### config.mk
export PLATFORM = sky130hd
export DESIGN_NAME = sgf_top
export DESIGN_NICKNAME = d
export VERILOG_FILES = /design/src/rtl/sgf_pkg.sv /design/src/rtl/sgf_fwd_if.sv /design/src/rtl/sgf_bank.sv /design/src/rtl/sgf_decide.sv /design/src/rtl/sgf_top.sv
export SDC_FILE = /design/constraint.sdc
export NUM_CORES = 1
export LEC_CHECK = 0
export BUFFER_PORTS_ARGS = -buffer_cell sky130_fd_sc_hd__buf_2
export CORE_ASPECT_RATIO = 1.1
export CORE_MARGIN = 3
export CORE_UTILIZATION = 62
export CTS_BUF_LIST = sky130_fd_sc_hd__clkbuf_8
export CTS_CLUSTER_SIZE = 14
export DETAILED_ROUTE_END_ITERATION = 8
export GPL_TIMING_DRIVEN = 0
export PLACE_DENSITY_LB_ADDON = 0.05
export SLEW_MARGIN = 20
export SYNTH_ARGS = -nofsm -noshare
export SYNTH_HDL_FRONTEND = slang
export SYNTH_HIERARCHICAL = 1
export SYNTH_SLANG_ARGS = --single-unit
### constraint.sdc
create_clock -name sys_clk -period 3.4 [get_ports sys_clk]
set_clock_uncertainty 0.2 [all_clocks]
set_input_delay 0.17 -clock sys_clk [delete_from_list [all_inputs] [get_ports sys_clk]]
set_output_delay 0.17 -clock sys_clk [all_outputs]
set_load 0.05 [all_outputs]
### src/rtl/sgf_pkg.sv
// package: offsets, fields, reset values and types for the swint forwarding block
package sgf_pkg;
	localparam int          SGF_AW            = 18;
	localparam int          SGF_NPE           = 4;
	localparam int          SGF_PE_W          = 2;
	// register map, three 64 KB frames
	localparam logic [17:0] SGF_FRAME_DIST    = 18'h00000;
	localparam logic [17:0] SGF_FRAME_REDIST  = 18'h10000;
	localparam logic [17:0] SGF_FRAME_TRANS   = 18'h20000;
	localparam logic [15:0] SGF_ID_LO         = 16'hFFD0;
	localparam logic [15:0] SGF_ID_HI         = 16'hFFFC;
	localparam logic [15:0] SGF_ARCH_REV_OFS  = 16'hFFE8;
	localparam logic [15:0] SGF_CTRL_OFS      = 16'h0000;
	localparam logic [15:0] SGF_GROUP_OFS     = 16'h0004;
	localparam logic [15:0] SGF_NSAC_OFS      = 16'h0008;
	localparam logic [15:0] SGF_GEN_OFS       = 16'h0010;
	localparam logic [15:0] SGF_BANK_OFS      = 16'h0020;
	localparam logic [15:0] SGF_STATUS_OFS    = 16'h0030;
	// control register fields
	localparam int          SGF_CTRL_DS_BIT   = 0;
	localparam int          SGF_CTRL_AR_S_BIT = 1;
	localparam int          SGF_CTRL_AR_NS_BIT = 2;
	localparam int          SGF_CTRL_SRE_S_BIT = 3;
	// generate register fields
	localparam int          SGF_GEN_KIND_LSB  = 0;
	localparam int          SGF_GEN_TGT_LSB   = 4;
	localparam int          SGF_GEN_ID_LSB    = 8;
	// revision field
	localparam int          SGF_REV_LSB       = 4;
	localparam logic [3:0]  SGF_REV_VALUE     = 4'h3;
	localparam logic [31:0] SGF_IMPDEF_VALUE  = 32'h0000_0000;
	localparam logic [3:0]  SGF_CTRL_RESET    = 4'h0;
	localparam logic [31:0] SGF_BANK_RESET    = 32'h0000_0000;

	typedef enum logic [1:0] {SGF_GEN_G1, SGF_GEN_ALT_G1, SGF_GEN_G0, SGF_GEN_NONE} sgf_gen_e;
	typedef enum logic [1:0] {SGF_GRP_S0, SGF_GRP_S1, SGF_GRP_NS1} sgf_grp_e;
endpackage

### src/rtl/sgf_fwd_if.sv
// interface: one generate request from the bus slave to the forwarding decision
`timescale 1ns/10ps
interface sgf_fwd_if;
	import sgf_pkg::*;
	logic               valid;
	sgf_gen_e           kind;
	logic               secure;
	logic [SGF_NPE-1:0] targets;
	logic [3:0]         intid;
	logic [SGF_NPE-1:0] signal;
	logic [SGF_NPE-1:0] as_group0;
	modport req (output valid, kind, secure, targets, intid, input signal, as_group0);
	modport dec (input valid, kind, secure, targets, intid, output signal, as_group0);
endinterface

### src/rtl/sgf_bank.sv
// security-banked word, one copy per security state
`timescale 1ns/10ps
module sgf_bank
	import sgf_pkg::*;
#(
	parameter int W = 32
) (
	input  wire logic         sys_clk,
	input  wire logic         rst_n,
	input  wire logic         wr,
	input  wire logic         secure,
	input  wire logic [W-1:0] wdata,
	output logic      [W-1:0] rdata
);
	typedef struct packed {
		logic [W-1:0] s_copy;
		logic [W-1:0] ns_copy;
	} sgf_bank_s;
	sgf_bank_s st_reg;
	sgf_bank_s st_next;

	always_comb begin
		st_next = st_reg;
		if (wr && secure)
			st_next.s_copy = wdata;
		if (wr && !secure)
			st_next.ns_copy = wdata;
	end

	always_ff @(posedge sys_clk) begin
		if (!rst_n)
			st_reg <= '0;
		else
			st_reg <= st_next;
	end

	assign rdata = secure ? st_reg.s_copy : st_reg.ns_copy;
endmodule

### src/rtl/sgf_decide.sv
// per-target forwarding decision for a software-generated interrupt
`timescale 1ns/10ps
module sgf_decide
	import sgf_pkg::*;
(
	sgf_fwd_if.dec                      fwd,
	input  wire logic [2*SGF_NPE-1:0]   grp_cfg,
	input  wire logic [SGF_NPE-1:0]     nsac_ok,
	input  wire logic                   ds,
	input  wire logic                   sre_s,
	input  wire logic                   ar_both
);
	function automatic logic allow(sgf_gen_e k, logic sec, sgf_grp_e g, logic nsok, logic dsb);
		logic r;
		r = 1'b0;
		if (sec) begin
			unique case (k)
				SGF_GEN_G1:     r = (g == SGF_GRP_S1) || (g == SGF_GRP_S0 && dsb);
				SGF_GEN_ALT_G1: r = (g == SGF_GRP_NS1);
				SGF_GEN_G0:     r = (g == SGF_GRP_S0);
				default:        r = 1'b0;
			endcase
		end else begin
			unique case (k)
				SGF_GEN_G1:     r = (g == SGF_GRP_NS1) || (g == SGF_GRP_S1 && nsok);
				SGF_GEN_ALT_G1: r = (g == SGF_GRP_S1 && nsok);
				SGF_GEN_G0:     r = 1'b0;
				default:        r = 1'b0;
			endcase
			if (k != SGF_GEN_NONE && g == SGF_GRP_S0 && (nsok || dsb))
				r = 1'b1;
		end
		return r;
	endfunction

	always_comb begin
		for (int i = 0; i < SGF_NPE; i++) begin
			// any delivery only with routing on for both states
			fwd.signal[i] = fwd.valid && fwd.targets[i] && ar_both &&
				allow(fwd.kind, fwd.secure, sgf_grp_e'(grp_cfg[2*i +: 2]), nsac_ok[i], ds);
			// secure group 0 always goes out as group 0, secure group 1 only when demoted
			fwd.as_group0[i] = (sgf_grp_e'(grp_cfg[2*i +: 2]) == SGF_GRP_S0) ||
				((sgf_grp_e'(grp_cfg[2*i +: 2]) == SGF_GRP_S1) && (!sre_s || ds));
		end
	end
endmodule

### src/rtl/sgf_top.sv
// top: wishbone slave, per-element state and swint forwarding
//
// The Wishbone slave port was chosen for this implementation.
`timescale 1ns/10ps
module sgf_top
	import sgf_pkg::*;
#(
	parameter logic [3:0] REV = SGF_REV_VALUE
) (
	input  wire logic                 sys_clk,
	input  wire logic                 rst_n,
	input  wire logic                 wb_cyc_i,
	input  wire logic                 wb_stb_i,
	input  wire logic                 wb_we_i,
	input  wire logic [SGF_AW-1:0]    wb_adr_i,
	input  wire logic [3:0]           wb_sel_i,
	input  wire logic [31:0]          wb_dat_i,
	input  wire logic                 wb_secure_i,
	input  wire logic [SGF_PE_W-1:0]  wb_pe_i,
	output logic      [31:0]          wb_dat_o,
	output logic                      wb_ack_o,
	output logic                      wb_err_o,
	output logic      [SGF_NPE-1:0]   swint_fire,
	output logic      [SGF_NPE-1:0]   swint_group0,
	output logic      [3:0]           swint_id
);
	typedef struct packed {
		logic [3:0]           ctrl;
		logic [2*SGF_NPE-1:0] grp;
		logic [SGF_NPE-1:0]   nsac;
		logic [31:0]          rdata;
		logic                 ack;
		logic                 err;
		logic [SGF_NPE-1:0]   fire;
		logic [SGF_NPE-1:0]   g0;
		logic [3:0]           id;
		logic [SGF_NPE-1:0]   last_fire;
	} sgf_top_s;
	sgf_top_s st_reg;
	sgf_top_s st_next;

	sgf_fwd_if fwd ();
	logic [SGF_NPE-1:0] bank_wr;
	logic [31:0]        bank_rd [SGF_NPE];

	// an error answer also ends the request, else a held strobe errs twice
	wire         req    = wb_cyc_i && wb_stb_i && !st_reg.ack && !st_reg.err;
	wire [1:0]   frame  = wb_adr_i[17:16];
	wire [15:0]  ofs    = {wb_adr_i[15:2], 2'b00};
	wire         full_w = (wb_sel_i == 4'hF);
	wire         in_id  = (ofs >= SGF_ID_LO) && (ofs <= SGF_ID_HI);
	wire         known  = (frame != 2'b11);
	wire         wr_ok  = req && wb_we_i && full_w && known;

	function automatic logic is_reg(logic [15:0] o, logic [15:0] r, logic [1:0] f, logic [1:0] want);
		return (o == r) && (f == want);
	endfunction

	wire hit_ctrl = is_reg(ofs, SGF_CTRL_OFS, frame, SGF_FRAME_DIST[17:16]);
	wire hit_grp  = is_reg(ofs, SGF_GROUP_OFS, frame, SGF_FRAME_REDIST[17:16]);
	wire hit_nsac = is_reg(ofs, SGF_NSAC_OFS, frame, SGF_FRAME_REDIST[17:16]);
	wire hit_gen  = (ofs[15:4] == SGF_GEN_OFS[15:4]) && (frame == SGF_FRAME_REDIST[17:16]);
	wire hit_bank = is_reg(ofs, SGF_BANK_OFS, frame, SGF_FRAME_DIST[17:16]);
	wire hit_stat = is_reg(ofs, SGF_STATUS_OFS, frame, SGF_FRAME_DIST[17:16]);
	wire hit_any  = in_id || hit_ctrl || hit_grp || hit_nsac || hit_gen || hit_bank || hit_stat;

	// generate request: low address bits pick the register kind
	assign fwd.valid   = wr_ok && hit_gen;
	assign fwd.kind    = sgf_gen_e'(ofs[3:2]);
	assign fwd.secure  = wb_secure_i;
	assign fwd.targets = wb_dat_i[SGF_GEN_TGT_LSB +: SGF_NPE];
	assign fwd.intid   = wb_dat_i[SGF_GEN_ID_LSB +: 4];

	sgf_decide u_decide (
		.fwd     (fwd),
		.grp_cfg (st_reg.grp),
		.nsac_ok (st_reg.nsac),
		.ds      (st_reg.ctrl[SGF_CTRL_DS_BIT]),
		.sre_s   (st_reg.ctrl[SGF_CTRL_SRE_S_BIT]),
		.ar_both (st_reg.ctrl[SGF_CTRL_AR_S_BIT] && st_reg.ctrl[SGF_CTRL_AR_NS_BIT])
	);

	// one banked word per element stands for the system registers banked by security
	for (genvar p = 0; p < SGF_NPE; p++) begin : g_pe
		assign bank_wr[p] = wr_ok && hit_bank && (wb_pe_i == SGF_PE_W'(p));
		sgf_bank #(.W(32)) u_bank (
			.sys_clk (sys_clk),
			.rst_n   (rst_n),
			.wr      (bank_wr[p]),
			.secure  (wb_secure_i),
			.wdata   (wb_dat_i),
			.rdata   (bank_rd[p])
		);
	end

	function automatic logic [31:0] id_word(logic [15:0] o, logic [3:0] rev);
		if (o == SGF_ARCH_REV_OFS)
			return {24'h000000, rev, 4'h0};
		return SGF_IMPDEF_VALUE;
	endfunction

	always_comb begin
		logic [2*SGF_NPE-1:0] gmask;
		gmask = '0;
		st_next = st_reg;
		st_next.ack = req;
		st_next.err = 1'b0;
		st_next.fire = '0;
		st_next.g0 = '0;
		st_next.rdata = '0;
		if (req && !(hit_any && known)) begin
			st_next.ack = 1'b0;
			st_next.err = 1'b1;
		end
		if (fwd.valid) begin
			st_next.fire = fwd.signal;
			st_next.g0 = fwd.signal & fwd.as_group0;
			st_next.id = fwd.intid;
			st_next.last_fire = fwd.signal;
		end
		// control is secure only
		if (wr_ok && hit_ctrl && wb_secure_i)
			st_next.ctrl = wb_dat_i[3:0];
		if (wr_ok && hit_nsac && wb_secure_i)
			st_next.nsac = wb_dat_i[SGF_NPE-1:0];
		if (wr_ok && hit_grp) begin
			for (int i = 0; i < SGF_NPE; i++)
				if (wb_secure_i || st_reg.grp[2*i +: 2] == 2'(SGF_GRP_NS1) || st_reg.ctrl[SGF_CTRL_DS_BIT])
					gmask[2*i +: 2] = 2'b11;
			// nonsecure writes only land on nonsecure fields, or on every field while DS is set
			st_next.grp = (st_reg.grp & ~gmask) | (wb_dat_i[2*SGF_NPE-1:0] & gmask);
		end
		if (req && !wb_we_i) begin
			if (in_id)
				st_next.rdata = id_word(ofs, REV);
			else if (hit_ctrl && wb_secure_i)
				st_next.rdata = {28'h0000000, st_reg.ctrl};
			else if (hit_nsac && wb_secure_i)
				st_next.rdata = {{(32-SGF_NPE){1'b0}}, st_reg.nsac};
			else if (hit_grp) begin
				for (int i = 0; i < SGF_NPE; i++)
					if (wb_secure_i || st_reg.grp[2*i +: 2] == 2'(SGF_GRP_NS1) || st_reg.ctrl[SGF_CTRL_DS_BIT])
						gmask[2*i +: 2] = 2'b11;
				st_next.rdata = {{(32-2*SGF_NPE){1'b0}}, st_reg.grp & gmask};
			end else if (hit_bank)
				st_next.rdata = bank_rd[wb_pe_i];
			else if (hit_stat)
				st_next.rdata = {{(32-SGF_NPE){1'b0}}, st_reg.last_fire};
		end
	end

	always_ff @(posedge sys_clk) begin
		if (!rst_n) begin
			st_reg <= '0;
			st_reg.ctrl <= SGF_CTRL_RESET;
		end else begin
			st_reg <= st_next;
		end
	end

	assign wb_dat_o     = st_reg.rdata;
	assign wb_ack_o     = st_reg.ack;
	assign wb_err_o     = st_reg.err;
	assign swint_fire   = st_reg.fire;
	assign swint_group0 = st_reg.g0;
	assign swint_id     = st_reg.id;

	ns_s0_gate_a: assert property (@(posedge sys_clk) disable iff (!rst_n)
		fwd.valid && !fwd.secure && !st_reg.ctrl[SGF_CTRL_DS_BIT]
		|=> (swint_fire & swint_group0 & ~$past(st_reg.nsac)) == '0)
		else $error("nonsecure swint reached a blocked target");
	ack_one_a: assert property (@(posedge sys_clk) disable iff (!rst_n)
		wb_ack_o |=> !wb_ack_o)
		else $error("ack held two cycles");
	fire_pulse_a: assert property (@(posedge sys_clk) disable iff (!rst_n)
		!fwd.valid |=> swint_fire == '0)
		else $error("swint fired without a generate write");
	rev_read_a: assert property (@(posedge sys_clk) disable iff (!rst_n)
		req && !wb_we_i && known && ofs == SGF_ARCH_REV_OFS |=> wb_dat_o == {24'h000000, REV, 4'h0})
		else $error("revision register wrong");
	ctrl_ns_wi_a: assert property (@(posedge sys_clk) disable iff (!rst_n)
		wr_ok && hit_ctrl && !wb_secure_i |=> st_reg.ctrl == $past(st_reg.ctrl))
		else $error("nonsecure write changed control");
	ctrl_ns_raz_a: assert property (@(posedge sys_clk) disable iff (!rst_n)
		req && !wb_we_i && hit_ctrl && !wb_secure_i |=> wb_dat_o == 32'h0000_0000)
		else $error("nonsecure read saw control");
	routing_gate_a: assert property (@(posedge sys_clk) disable iff (!rst_n)
		fwd.valid && !(st_reg.ctrl[SGF_CTRL_AR_S_BIT] && st_reg.ctrl[SGF_CTRL_AR_NS_BIT]) |=> swint_fire == '0)
		else $error("swint fired with routing off");
	s_alt_a: assert property (@(posedge sys_clk) disable iff (!rst_n)
		fwd.valid && fwd.secure && fwd.kind == SGF_GEN_ALT_G1 |=> swint_group0 == '0)
		else $error("secure alt write reached a secure group");
endmodule
Word level (Yosys, flattened, before mapping)
Index checks and enable logic that the tools add are counted.
{ "totals": {"input_bits": 62, "regBits": 322} }
{ "op_classes": {"eq_ne": 23, "reduce_logical": 118, "order_cmp": 3, "n_bitwise": 8, "mux": 68} }
{ "op_table": {"columns": ["cell", "count"], "rows": [
  ["32-bit two-way mux", 13],
  ["1-bit logical AND", 70],
  ["32-bit binary-select mux with 2-bit select", 1],
  ["2-bit two-way mux", 32],
  ["1-bit logical OR", 31],
  ["14-bit by 4-bit equality test with 1-bit output (second input constant)", 2],
  ["8-bit AND", 3],
  ["16-bit >= comparator (second input constant)", 1],
  ["16-bit <= comparator (second input constant)", 1],
  ["16-bit logical NOT", 1],
  ["14-bit by 1-bit equality test with 1-bit output (second input constant)", 1],
  ["14-bit equality test (second input constant)", 1],
  ["14-bit by 2-bit equality test with 1-bit output (second input constant)", 1],
  ["2-bit by 1-bit equality test with 1-bit output (second input constant)", 7],
  ["2-bit equality test (second input constant)", 7],
  ["2-bit logical NOT", 7],
  ["12-bit by 1-bit equality test with 1-bit output (second input constant)", 1],
  ["1-bit two-way mux", 12],
  ["1-bit one-hot mux with 3 select lines", 4],
  ["8-bit two-way mux", 1],
  ["8-bit NOT", 1],
  ["8-bit bitwise OR", 1],
  ["1-bit one-hot mux with 2 select lines", 4],
  ["1-bit logical NOT", 6],
  ["other kinds (9)", 11]
]} }

Depth between registers and ports, before layout
Gate-level depths: netlist (run 1).
{ "logic_depth": {"word_depth": 20, "depth_mapped": 9} }

Hierarchy
Netlist (run 1), hierarchy kept.
{ "modules_own_cells": {"columns": ["module", "seq_area_each_um2", "n_inst", "area_per_inst_um2", "cells_each"], "rows": [
  ["sgf_bank", 1281.2, 4, 2832.7, 281],
  ["sgf_top", 1321.3, 1, 3727.3, 351],
  ["sgf_decide", 0.0, 1, 436.7, 62]
]} }

Worst setup path before layout (run 1)
OpenSTA, ideal clock, no wires.
{ "synth_timing": {"path_kind": "register -> register", "startpoint": "reg st_reg, in the netlist wb_err_o", "endpoint": "reg st_reg, in the netlist swint_group0[3]", "arrival_time_ns": 2.286, "n_path_buf": 1, "stages_incl_launch_ff": 9, "setup_ns": 0.059, "slack_ns": 0.855, "cell_sequence": "dfxtp_1 -> and4bb_2 -> nand4_1 -> nor3_2 -> buf_2 -> and3_1 -> o221a_2 -> and3_1 -> and2_1"} }
{ "synth_between": {"elab_chain_cells": 10} }
{ "synth_lines": {"columns": ["element", "line", "text"], "rows": [
  ["from (decl)", "sgf_top.sv:39", "sgf_top_s st_reg;"],
  ["from (signal assigned)", "sgf_top.sv:157", "st_reg <= st_next;"],
  ["1-bit logical NOT", "sgf_top.sv:47", "wire req = wb_cyc_i && wb_stb_i && !st_reg.ack && !st_reg.err;"],
  ["1-bit logical AND", "sgf_top.sv:47", null],
  ["1-bit logical AND (3 in series)", "sgf_top.sv:53", "wire wr_ok = req && wb_we_i && full_w && known;"],
  ["1-bit logical AND", "sgf_top.sv:68", "assign fwd.valid = wr_ok && hit_gen;"],
  ["via fwd.valid", "sgf_fwd_if.sv:5", "logic valid;"],
  ["1-bit logical AND (3 in series)", "sgf_decide.sv:39", "fwd.signal[i] = fwd.valid && fwd.targets[i] && ar_both &&"],
  ["via fwd.signal[3]", "sgf_fwd_if.sv:10", "logic [SGF_NPE-1:0] signal;"],
  ["4-bit AND", "sgf_top.sv:117", "st_next.g0 = fwd.signal & fwd.as_group0;"]
]} }
The timed path passes the listed nets, and every way through them passes these cells.
A chain may end at the register's enable or synchronous reset.

Final worst setup path (run 1)
{ "layout_timing": {"startpoint": "in wb_adr_i[6]", "endpoint": "reg st_reg, in the netlist wb_ack_o"} }
{ "layout_between": {"elab_chain_cells": 12} }
{ "layout_lines": {"columns": ["element", "line", "text"], "rows": [
  ["from (decl)", "sgf_top.sv:15", "input wire logic [SGF_AW-1:0] wb_adr_i,"],
  ["16-bit >= comparator (tied with other cells)", "sgf_top.sv:51", "wire in_id = (ofs >= SGF_ID_LO) && (ofs <= SGF_ID_HI);"],
  ["1-bit logical AND, on equally long branches", "sgf_top.sv:51, sgf_top.sv:56", null],
  ["1-bit logical OR (5 in series)", "sgf_top.sv:65", "wire hit_any = in_id || hit_ctrl || hit_grp || hit_nsac || hit_gen || hit_bank || hit_stat;"],
  ["1-bit logical OR *", "sgf_top.sv:65", null],
  ["1-bit logical AND *", "sgf_top.sv:111", "if (req && !(hit_any && known)) begin"],
  ["1-bit logical NOT *", "sgf_top.sv:111", null],
  ["1-bit logical AND *", "sgf_top.sv:111", null],
  ["2-bit OR reduction (no source line) *", null, null]
]} }
Every way passes the cells marked *; elsewhere a longest branch is shown, timed or not.

==> impl_metrics.xml, run 1 <==
<?xml version="1.0" encoding="UTF-8"?>
<metrics>
  <group name="cts">
    <metric name="tritoncts" unit="">done</metric>
    <metric name="cts_inserted_buffers" unit="">53</metric>
    <metric name="cts.path.max_buffers" unit="">3</metric>
    <metric name="cts.root.buffer_cell" unit="">clkbuf_8</metric>
    <metric name="post-cts-setup-buffers" unit="">0</metric>
    <metric name="clk_pin_slew" unit="ns">0.07</metric>
    <metric name="clock_insertion_delay_worst_skew" unit="ns">0.58</metric>
    <metric name="cts_sinks" unit="">322</metric>
    <metric name="htree_levels" unit="">2</metric>
  </group>
  <group name="place">
    <metric name="buffer_ports.inserted" unit="">102</metric>
    <metric name="numPlacedInstances" unit="">1949</metric>
    <metric name="place_hpwl" unit="µm">29400</metric>
    <metric name="place_congestion" unit="">0.897</metric>
  </group>
  <group name="hold_path">
    <metric name="min-delay-path-class" unit="">primary input to register</metric>
  </group>
  <group name="sta">
    <metric name="setup_violations" unit="">0</metric>
    <metric name="share_of_the_clock_period_used_by_the_worst_path_after_layout" unit="">0.927</metric>
    <metric name="maxSlewHeadroom" unit="">0.311</metric>
    <metric name="final-max-slew-violation-count" unit="">0</metric>
    <metric name="timing_worst_slew_pin_value" unit="ns">1.03</metric>
    <metric name="hold_violations" unit="">0</metric>
    <metric name="rsz0062_at_grt" unit="">false</metric>
    <metric name="totalNegativeSetupSlack" unit="ns">0</metric>
    <metric name="achievable-frequency" unit="MHz">317</metric>
    <metric name="hold_ws" unit="ns">0.0444</metric>
    <metric name="final_period_minus_worst_setup_slack" unit="ns">3.15</metric>
  </group>
  <group name="yosys">
    <metric name="synth.yosys.warnings" unit="">6</metric>
    <metric name="synthTopCellsByArea" unit="">dfxtp_1 (42%), mux2i_1 (17%), nand2_1 (10%)</metric>
    <metric name="ys.flop_type" unit="">dfxtp_1</metric>
    <metric name="synth_fa_ha_area_frac" unit="">0</metric>
    <metric name="yosys.cell_types.count" unit="">57</metric>
    <metric name="asyncSetResetFlopFracSynth" unit="">0</metric>
    <metric name="synth_compound_area_frac" unit="">0.0326</metric>
    <metric name="post_synth_edffs" unit="">0</metric>
    <metric name="synth_largest_type_area_fraction" unit="">0.416</metric>
    <metric name="synth_largest_area_cell" unit="">dfxtp_1</metric>
    <metric name="syn-cell-area" unit="µm²">15500</metric>
    <metric name="yosys.cell_count.top_type" unit="">nand2_1</metric>
    <metric name="synth-seq-area-share" unit="">0.416</metric>
    <metric name="synthCells" unit="">1537</metric>
    <metric name="most_numerous_cell_types_in_the_synthesized_netlist" unit="">nand2_1 (411), dfxtp_1 (322), mux2i_1 (264)</metric>
    <metric name="synth_top_family_by_area" unit="">multiplexers</metric>
    <metric name="yosys_register_bits" unit="">322</metric>
    <metric name="synth_xor_xnor_area_share" unit="">0</metric>
    <metric name="average_instance_area_after_synthesis" unit="µm²">10.1</metric>
    <metric name="synthesis.nets" unit="">1599</metric>
    <metric name="basic_gate_share_of_the_synthesized_area_counting_and_or_nand_and_nor_cells" unit="">0.166</metric>
    <metric name="post_synth_mux_area_share" unit="">0.313</metric>
  </group>
  <group name="floorplanning">
    <metric name="ios" unit="">108</metric>
    <metric name="die_area" unit="µm²">26900</metric>
    <metric name="chipWidth" unit="µm">157</metric>
    <metric name="floorplan.initialDensity" unit="">0.631</metric>
    <metric name="core-area" unit="µm²">24500</metric>
    <metric name="fp-row-count" unit="">60</metric>
    <metric name="dieHeight" unit="µm">172</metric>
  </group>
  <group name="run_status">
    <metric name="status" unit="">complete, no violations</metric>
  </group>
  <group name="worst_setup_path">
    <metric name="critical_path.max_stage_delay" unit="ns">0.65</metric>
    <metric name="timing.critical_path.slowest_stage_cell" unit="">dlygate4sd3_1</metric>
    <metric name="startpoint_type" unit="">primary input</metric>
    <metric name="critical-path-top-cell-by-count" unit="">dlygate4sd3_1</metric>
    <metric name="critical_path_peak_fanout" unit="">5</metric>
    <metric name="criticalPathCategory" unit="">primary input to register</metric>
    <metric name="list_of_cells_traversed_by_the_critical_path" unit="">dlygate4sd3_1 -&gt; buf_2 -&gt; nand2_1 -&gt; dlygate4sd3_1 -&gt; nor4_1 -&gt; dlygate4sd3_1 -&gt; a21oi_1 -&gt; nor3b_1 -&gt; dlygate4sd3_1</metric>
    <metric name="crit_arrival" unit="ns">3.46</metric>
    <metric name="worst_setup_path_end_kind" unit="">register</metric>
    <metric name="cp_data_required_time" unit="ns">3.71</metric>
  </group>
  <group name="route">
    <metric name="dr.first_iter.drc_count" unit="">778</metric>
    <metric name="antenna_violating_nets_post_route" unit="">0</metric>
    <metric name="drtPass1Iterations" unit="">5</metric>
    <metric name="drt-wirelength-per-cell" unit="µm">20.4</metric>
    <metric name="vias_per_cell" unit="">5.79</metric>
    <metric name="route.vias.total" unit="">12163</metric>
    <metric name="routed_wl" unit="µm">42800</metric>
    <metric name="drcViolationCount" unit="">0</metric>
  </group>
  <group name="grt">
    <metric name="maximum_number_of_pins_on_one_net_before_global_route_repair" unit="">18</metric>
    <metric name="antenna_violations_before_repair" unit="">0</metric>
    <metric name="via_count_of_the_first_global_routing_pass" unit="">12668</metric>
    <metric name="global_route_wire_length_before_repair" unit="µm">66700</metric>
    <metric name="track_usage" unit="">0.316</metric>
    <metric name="grt_overflow_total" unit="">0</metric>
  </group>
  <group name="flow_run">
    <metric name="cap_viol_max_count" unit="">0</metric>
  </group>
  <group name="final_layout">
    <metric name="fillCellCount" unit="">1838</metric>
    <metric name="largest_reg_flops" unit="">256</metric>
    <metric name="final_net_count" unit="">1809</metric>
    <metric name="layout-drive-gt1-share" unit="">0.282</metric>
    <metric name="multiInputGateArea" unit="µm²">7930</metric>
    <metric name="regArea" unit="µm²">6450</metric>
    <metric name="antenna_cells" unit="">0</metric>
    <metric name="areaGrowthSynthToFinish" unit="%">16.6</metric>
    <metric name="fin_cells" unit="">2099</metric>
    <metric name="fin_util" unit="">0.736</metric>
  </group>
  <group name="power">
    <metric name="design_power" unit="µW">7840</metric>
    <metric name="peakVddDrop" unit="mV">0.378</metric>
    <metric name="power_per_unit_of_standard_cell_area" unit="nW/µm²">434</metric>
    <metric name="p_leak" unit="µW">0.00794</metric>
  </group>
</metrics>
==> kinds of logic (layout without fill, tap and decap cells) <==
group,Yosys count,count (layout)
buf+inv,161,413
mux,428,428
compound gates,70,70
flops,322,322
simple gates,556,556
==> worst max-delay path: cells and delay by family <==
family | cells | cell delay [ns]
buf+inv | 5 | 2.44
simple gates | 3 | 0.80
compound gates | 1 | 0.04
==> where the power goes <==
group / leakage, µW / internal [µW] / total, µW / switching (µW)
registers: 0.00259 / 3770 / 3770 / 0.242
clock network: 0.000654 / 2030 / 3570 / 1540
logic: 0.00469 / 167 / 492 / 325
total: 0.00794 / 5970 / 7840 / 1870
==> routing by layer <==
metal	routed length (µm)	track usage	vias to the layer above
met5	0	0	-
met4	1510	0.128	0
met3	2460	0.0513	116
met2	21300	0.559	462
met1	17600	0.382	5902
li1	-	-	5683
==> metrics by stage <==
| stage | setup WS, ns | cell area, µm² |
|---|---|---|
| detailed placement | 0.394 | 16400 |
| finish | 0.249 | 18100 |
| floorplan | 0.855 | 15500 |
| CTS | 0.356 | 18100 |
| global route | 0.0771 | 18100 |
| global placement | 0.395 | 16400 |
==> area by class of cell <==
cell class                 count  area share
clock inverter                25     0.00872
clock buffer                  72      0.0548
timing repair buffer         155      0.0576
multi-input combinational   1054       0.439
buffer                       157      0.0611
tap                          310      0.0215
sequential                   322       0.357
inverter                       4    0.000831
==> worst paths after layout <==
kind	from	to	slack (ns)	cells after the start
setup / recovery	wb_adr_i[6]	wb_ack_o$_SDFF_PP0_	0.25	9
hold / removal	wb_adr_i[7]	register	0.04	6
setup reg to reg	wb_err_o$_SDFF_PN0_	swint_group0[2]$_SDFF_PN0_	0.37	8
hold reg to reg	g_pe[3].u_bank/st_reg[50]$_SDFFE_PN0P_	g_pe[3].u_bank/st_reg[50]$_SDFFE_PN0P_	0.26	2
==> placed cells by master (no fill, tap or decap), types with 35 or more instances in the layout <==
| cell | instances |
|---|---|
| dlygate4sd3_1 | 53 |
| mux2i_1 | 264 |
| buf_4 | 51 |
| clkbuf_8 | 72 |
| dfxtp_1 | 322 |
| buf_2 | 139 |
| mux2_2 | 132 |
| nand2_1 | 411 |
| buf_6 | 37 |
| nor2b_1 | 35 |
==> repair_timing <==
| item | in CTS | in global routing |
|---|---|---|
| hold endpoints to repair | 294 | 0 |
| resized for setup | 0 | 0 |
| hold buffers | 53 | 0 |
(Power assumes the default switching activity.)
==> inputs of run 2 (changes only) <==
--- a/config.mk
+++ b/config.mk
@@ -5,7 +5,9 @@
 export SDC_FILE = /design/constraint.sdc
 export NUM_CORES = 1
 export LEC_CHECK = 0
+export ABC_AREA = 1
 export BUFFER_PORTS_ARGS = -buffer_cell sky130_fd_sc_hd__buf_2
+export CAP_MARGIN = 20
 export CORE_ASPECT_RATIO = 1.1
 export CORE_MARGIN = 3
 export CORE_UTILIZATION = 62
==> run 2 against run 1 <==
Clock power down 13%. Maximum frequency down 1.5%. Setup slack worse by 0.047 ns. Critical path depth up 5. Critical path type unchanged. Critical endpoint is now g_pe[0].u_bank/st_reg[0]$_SDFFE_PN0P_.
==> impl_metrics.xml, run 2 <==
<?xml version="1.0" encoding="UTF-8"?>
<metrics>
  <group name="final_layout">
    <metric name="antenna_cells" unit="">0</metric>
    <metric name="layout_commonest_cell" unit="">nand2_1</metric>
    <metric name="largest_reg_flops" unit="">256</metric>
    <metric name="most_frequent_cells_in_the_layout" unit="">nand2_1 (621), nor2_1 (478), dfxtp_1 (322), inv_1 (206), buf_2 (181)</metric>
    <metric name="layout-drive-gt1-share" unit="">0.134</metric>
    <metric name="final_design_area_no_fill" unit="µm²">18300</metric>
    <metric name="areaGrowthSynthToFinish" unit="%">16.2</metric>
    <metric name="final_net_count" unit="">2700</metric>
  </group>
  <group name="yosys">
    <metric name="ys.flop_type" unit="">dfxtp_1</metric>
    <metric name="synth-seq-area-share" unit="">0.410</metric>
    <metric name="yosys.cell_types.count" unit="">35</metric>
    <metric name="most_numerous_cell_types_in_the_synthesized_netlist" unit="">nand2_1 (621), nor2_1 (478), dfxtp_1 (322)</metric>
    <metric name="synth_largest_area_cell" unit="">dfxtp_1</metric>
    <metric name="synthCells" unit="">2412</metric>
    <metric name="synthesis.nets" unit="">2474</metric>
    <metric name="syn-cell-area" unit="µm²">15700</metric>
    <metric name="synth.yosys.warnings" unit="">6</metric>
    <metric name="synth_largest_type_area_fraction" unit="">0.410</metric>
    <metric name="yosys.cell_count.top_type" unit="">nand2_1</metric>
    <metric name="asyncSetResetFlopFracSynth" unit="">0</metric>
    <metric name="yosys_register_bits" unit="">322</metric>
    <metric name="post_synth_edffs" unit="">0</metric>
    <metric name="average_instance_area_after_synthesis" unit="µm²">6.52</metric>
    <metric name="synthTopCellsByArea" unit="">dfxtp_1 (41%), nand2_1 (15%), nor2_1 (11%)</metric>
  </group>
  <group name="sta">
    <metric name="hold_violations" unit="">0</metric>
    <metric name="totalNegativeSetupSlack" unit="ns">0</metric>
    <metric name="final-max-slew-violation-count" unit="">0</metric>
    <metric name="final_period_minus_worst_setup_slack" unit="ns">3.20</metric>
    <metric name="rsz0062_at_grt" unit="">false</metric>
    <metric name="share_of_the_clock_period_used_by_the_worst_path_after_layout" unit="">0.940</metric>
    <metric name="setup_violations" unit="">0</metric>
    <metric name="timing_worst_slew_pin_value" unit="ns">0.762</metric>
    <metric name="achievable-frequency" unit="MHz">313</metric>
    <metric name="maxSlewHeadroom" unit="">0.492</metric>
  </group>
  <group name="cts">
    <metric name="clk_pin_slew" unit="ns">0.06</metric>
    <metric name="cts.root.buffer_cell" unit="">clkbuf_8</metric>
    <metric name="tritoncts" unit="">done</metric>
    <metric name="cts_sinks" unit="">322</metric>
    <metric name="htree_levels" unit="">2</metric>
    <metric name="cts.path.max_buffers" unit="">3</metric>
    <metric name="clock_insertion_delay_worst_skew" unit="ns">0.58</metric>
    <metric name="post-cts-setup-buffers" unit="">0</metric>
    <metric name="cts_inserted_buffers" unit="">51</metric>
  </group>
  <group name="route">
    <metric name="vias_per_cell" unit="">5.57</metric>
    <metric name="dr.first_iter.drc_count" unit="">1594</metric>
    <metric name="route.vias.total" unit="">16609</metric>
    <metric name="drt-wirelength-per-cell" unit="µm">17.1</metric>
    <metric name="drtPass1Iterations" unit="">5</metric>
    <metric name="drcViolationCount" unit="">0</metric>
    <metric name="antenna_violating_nets_post_route" unit="">0</metric>
    <metric name="routed_wl" unit="µm">50900</metric>
  </group>
  <group name="worst_setup_path">
    <metric name="timing.critical_path.slowest_stage_cell" unit="">dlygate4sd3_1</metric>
    <metric name="criticalPathCategory" unit="">primary input to register</metric>
    <metric name="list_of_cells_traversed_by_the_critical_path" unit="">dlygate4sd3_1 -&gt; buf_2 -&gt; nor2_1 -&gt; nand2_2 -&gt; nor2_2 -&gt; nand3_1 -&gt; inv_1 -&gt; nand3_1 -&gt; nor3_2 -&gt; inv_1 -&gt; nor2_2 -&gt; dlygate4sd3_1 -&gt; nor2_1 -&gt; nor2_1</metric>
    <metric name="setup.reg_to_reg.worst_slack" unit="ns">0.57</metric>
    <metric name="critical-path-top-cell-by-count" unit="">nor2_1</metric>
    <metric name="worst_path_dominant_cell_family" unit="">simple AND/OR/NAND/NOR gates</metric>
    <metric name="r2r-end" unit="">wb_dat_o[18]$_SDFF_PP0_</metric>
    <metric name="critical_path.max_stage_delay" unit="ns">0.63</metric>
    <metric name="number_of_buffer_and_inverter_stages_on_the_critical_path" unit="">5</metric>
    <metric name="critical_path_peak_fanout" unit="">6</metric>
    <metric name="r2r_start" unit="">wb_ack_o$_SDFF_PP0_</metric>
    <metric name="crit_arrival" unit="ns">3.51</metric>
    <metric name="number_of_cells_traversed_by_the_worst_register_to_register_path" unit="">11</metric>
    <metric name="cp_data_required_time" unit="ns">3.72</metric>
    <metric name="startpoint_type" unit="">primary input</metric>
    <metric name="worst_setup_path_end_kind" unit="">register</metric>
  </group>
  <group name="place">
    <metric name="place_hpwl" unit="µm">35700</metric>
    <metric name="placed_cell_area" unit="µm²">16600</metric>
    <metric name="buffer_ports.inserted" unit="">105</metric>
    <metric name="place_congestion" unit="">0.947</metric>
  </group>
  <group name="hold_path">
    <metric name="worst_min_delay_path_endpoint" unit="">wb_dat_o[3]$_SDFF_PP0_</metric>
    <metric name="holdPathStages" unit="">6</metric>
    <metric name="min-delay-path-class" unit="">primary input to register</metric>
    <metric name="hold_start" unit="">wb_adr_i[16]</metric>
  </group>
  <group name="floorplanning">
    <metric name="fp-row-count" unit="">60</metric>
    <metric name="die_area" unit="µm²">27300</metric>
    <metric name="floorplan.initialDensity" unit="">0.636</metric>
    <metric name="ios" unit="">108</metric>
    <metric name="core-area" unit="µm²">24700</metric>
    <metric name="dieHeight" unit="µm">173</metric>
    <metric name="chipWidth" unit="µm">158</metric>
  </group>
  <group name="grt">
    <metric name="maximum_number_of_pins_on_one_net_before_global_route_repair" unit="">25</metric>
    <metric name="global_route_wire_length_before_repair" unit="µm">79300</metric>
    <metric name="grt_overflow_total" unit="">0</metric>
    <metric name="antenna_violations_before_repair" unit="">0</metric>
    <metric name="via_count_of_the_first_global_routing_pass" unit="">15464</metric>
    <metric name="track_usage" unit="">0.363</metric>
  </group>
  <group name="flow_run">
    <metric name="cap_viol_max_count" unit="">0</metric>
  </group>
  <group name="power">
    <metric name="peakVddDrop" unit="mV">0.330</metric>
    <metric name="p_leak" unit="µW">0.00856</metric>
    <metric name="power_per_unit_of_standard_cell_area" unit="nW/µm²">408</metric>
  </group>
  <group name="run_status">
    <metric name="status" unit="">complete, no violations</metric>
  </group>
</metrics>
-- run 2: cell count changes after synthesis, sizes merged, moves of 23 or more --
cell | previous run | this run
nor2 | 18 | 496
buf | 126 | 149
a22oi | 3 | 34
nand3 | 11 | 159
mux4 | 32 | 0
nand2 | 411 | 626
nor2b | 35 | 0
a21oi | 11 | 163
mux2i | 264 | 0
inv | 4 | 199
o21ai | 9 | 160
mux2 | 132 | 0
-- run 2: logic make-up after synthesis --
group           count (synthesis)  synth area share
simple gates                 1308             0.338
compound gates                388             0.136
buf+inv                       394             0.116
flops                         322             0.410
-- run 2: timing repair --
action	4_1_cts	5_1_grt
endpoints found under the setup margin	0	17
endpoints found under the hold margin	288	0
resized for setup	0	1
hold buffers	68	0
-- run 2: final cells by class --
cell class | count | area, µm²
inverter | 200 | 764
fill | 2118 | 6440
clock buffer | 61 | 840
multi-input combinational | 1696 | 7460
timing repair buffer | 173 | 1210
sequential | 322 | 6450
tap | 310 | 388
clock inverter | 24 | 103
buffer | 194 | 1060
-- run 2: per-layer routing --
layer | wire, µm | share of wire | global-route usage
met1 | 19900 | 0.39 | 0.455
met2 | 23500 | 0.46 | 0.589
met3 | 3890 | 0.076 | 0.0511
met4 | 3520 | 0.069 | 0.219
met5 | 0 | 0 | 0
-- run 2: metrics by stage --
stage                     power (µW)  hold slack (ns)  utilization  setup WS [ns]  cells
final                           7460           0.0319        0.739          0.202   2980
after global routing            7720           0.0617        0.739         0.0885   2980
after CTS                       7470           0.0160        0.739          0.105   2980
after detailed placement        4360            0.267        0.673          0.292   2827
after global placement          4350            0.260        0.673          0.343   2827
after floorplan                 4140            0.118            -           1.25   2412
-- run 2: worst max-delay path by stage --
stage,start,to,cells past startpoint,slack [ns]
final,wb_adr_i[9],g_pe[0].u_bank/st_reg[0]$_SDFFE_PN0P_,14,0.20
after detailed placement,wb_adr_i[8],g_pe[0].u_bank/st_reg[62]$_SDFFE_PN0P_,12,0.29
after global placement,wb_adr_i[8],g_pe[0].u_bank/st_reg[26]$_SDFFE_PN0P_,13,0.34
after CTS,wb_adr_i[9],g_pe[0].u_bank/st_reg[0]$_SDFFE_PN0P_,14,0.11
after global routing,wb_adr_i[9],g_pe[0].u_bank/st_reg[0]$_SDFFE_PN0P_,14,0.09
after floorplan,wb_ack_o$_SDFF_PP0_,swint_group0[1]$_SDFF_PN0_,12,1.25
-- run 2: power by group --
group | total (µW) | internal, µW | switching, µW
Clock | 3100 | 1610 | 1490
Combinational | 583 | 174 | 409
Sequential | 3770 | 3770 | 0.330
-- run 2: worst register-to-register path, delay by kind of cell (launching register included) --
family	cells	cell delay [ns]
AOI/OAI and AO/OA	1	0.25
and+or+nand+nor	7	1.06
DFF	1	0.32
buffers and inverters	3	0.90
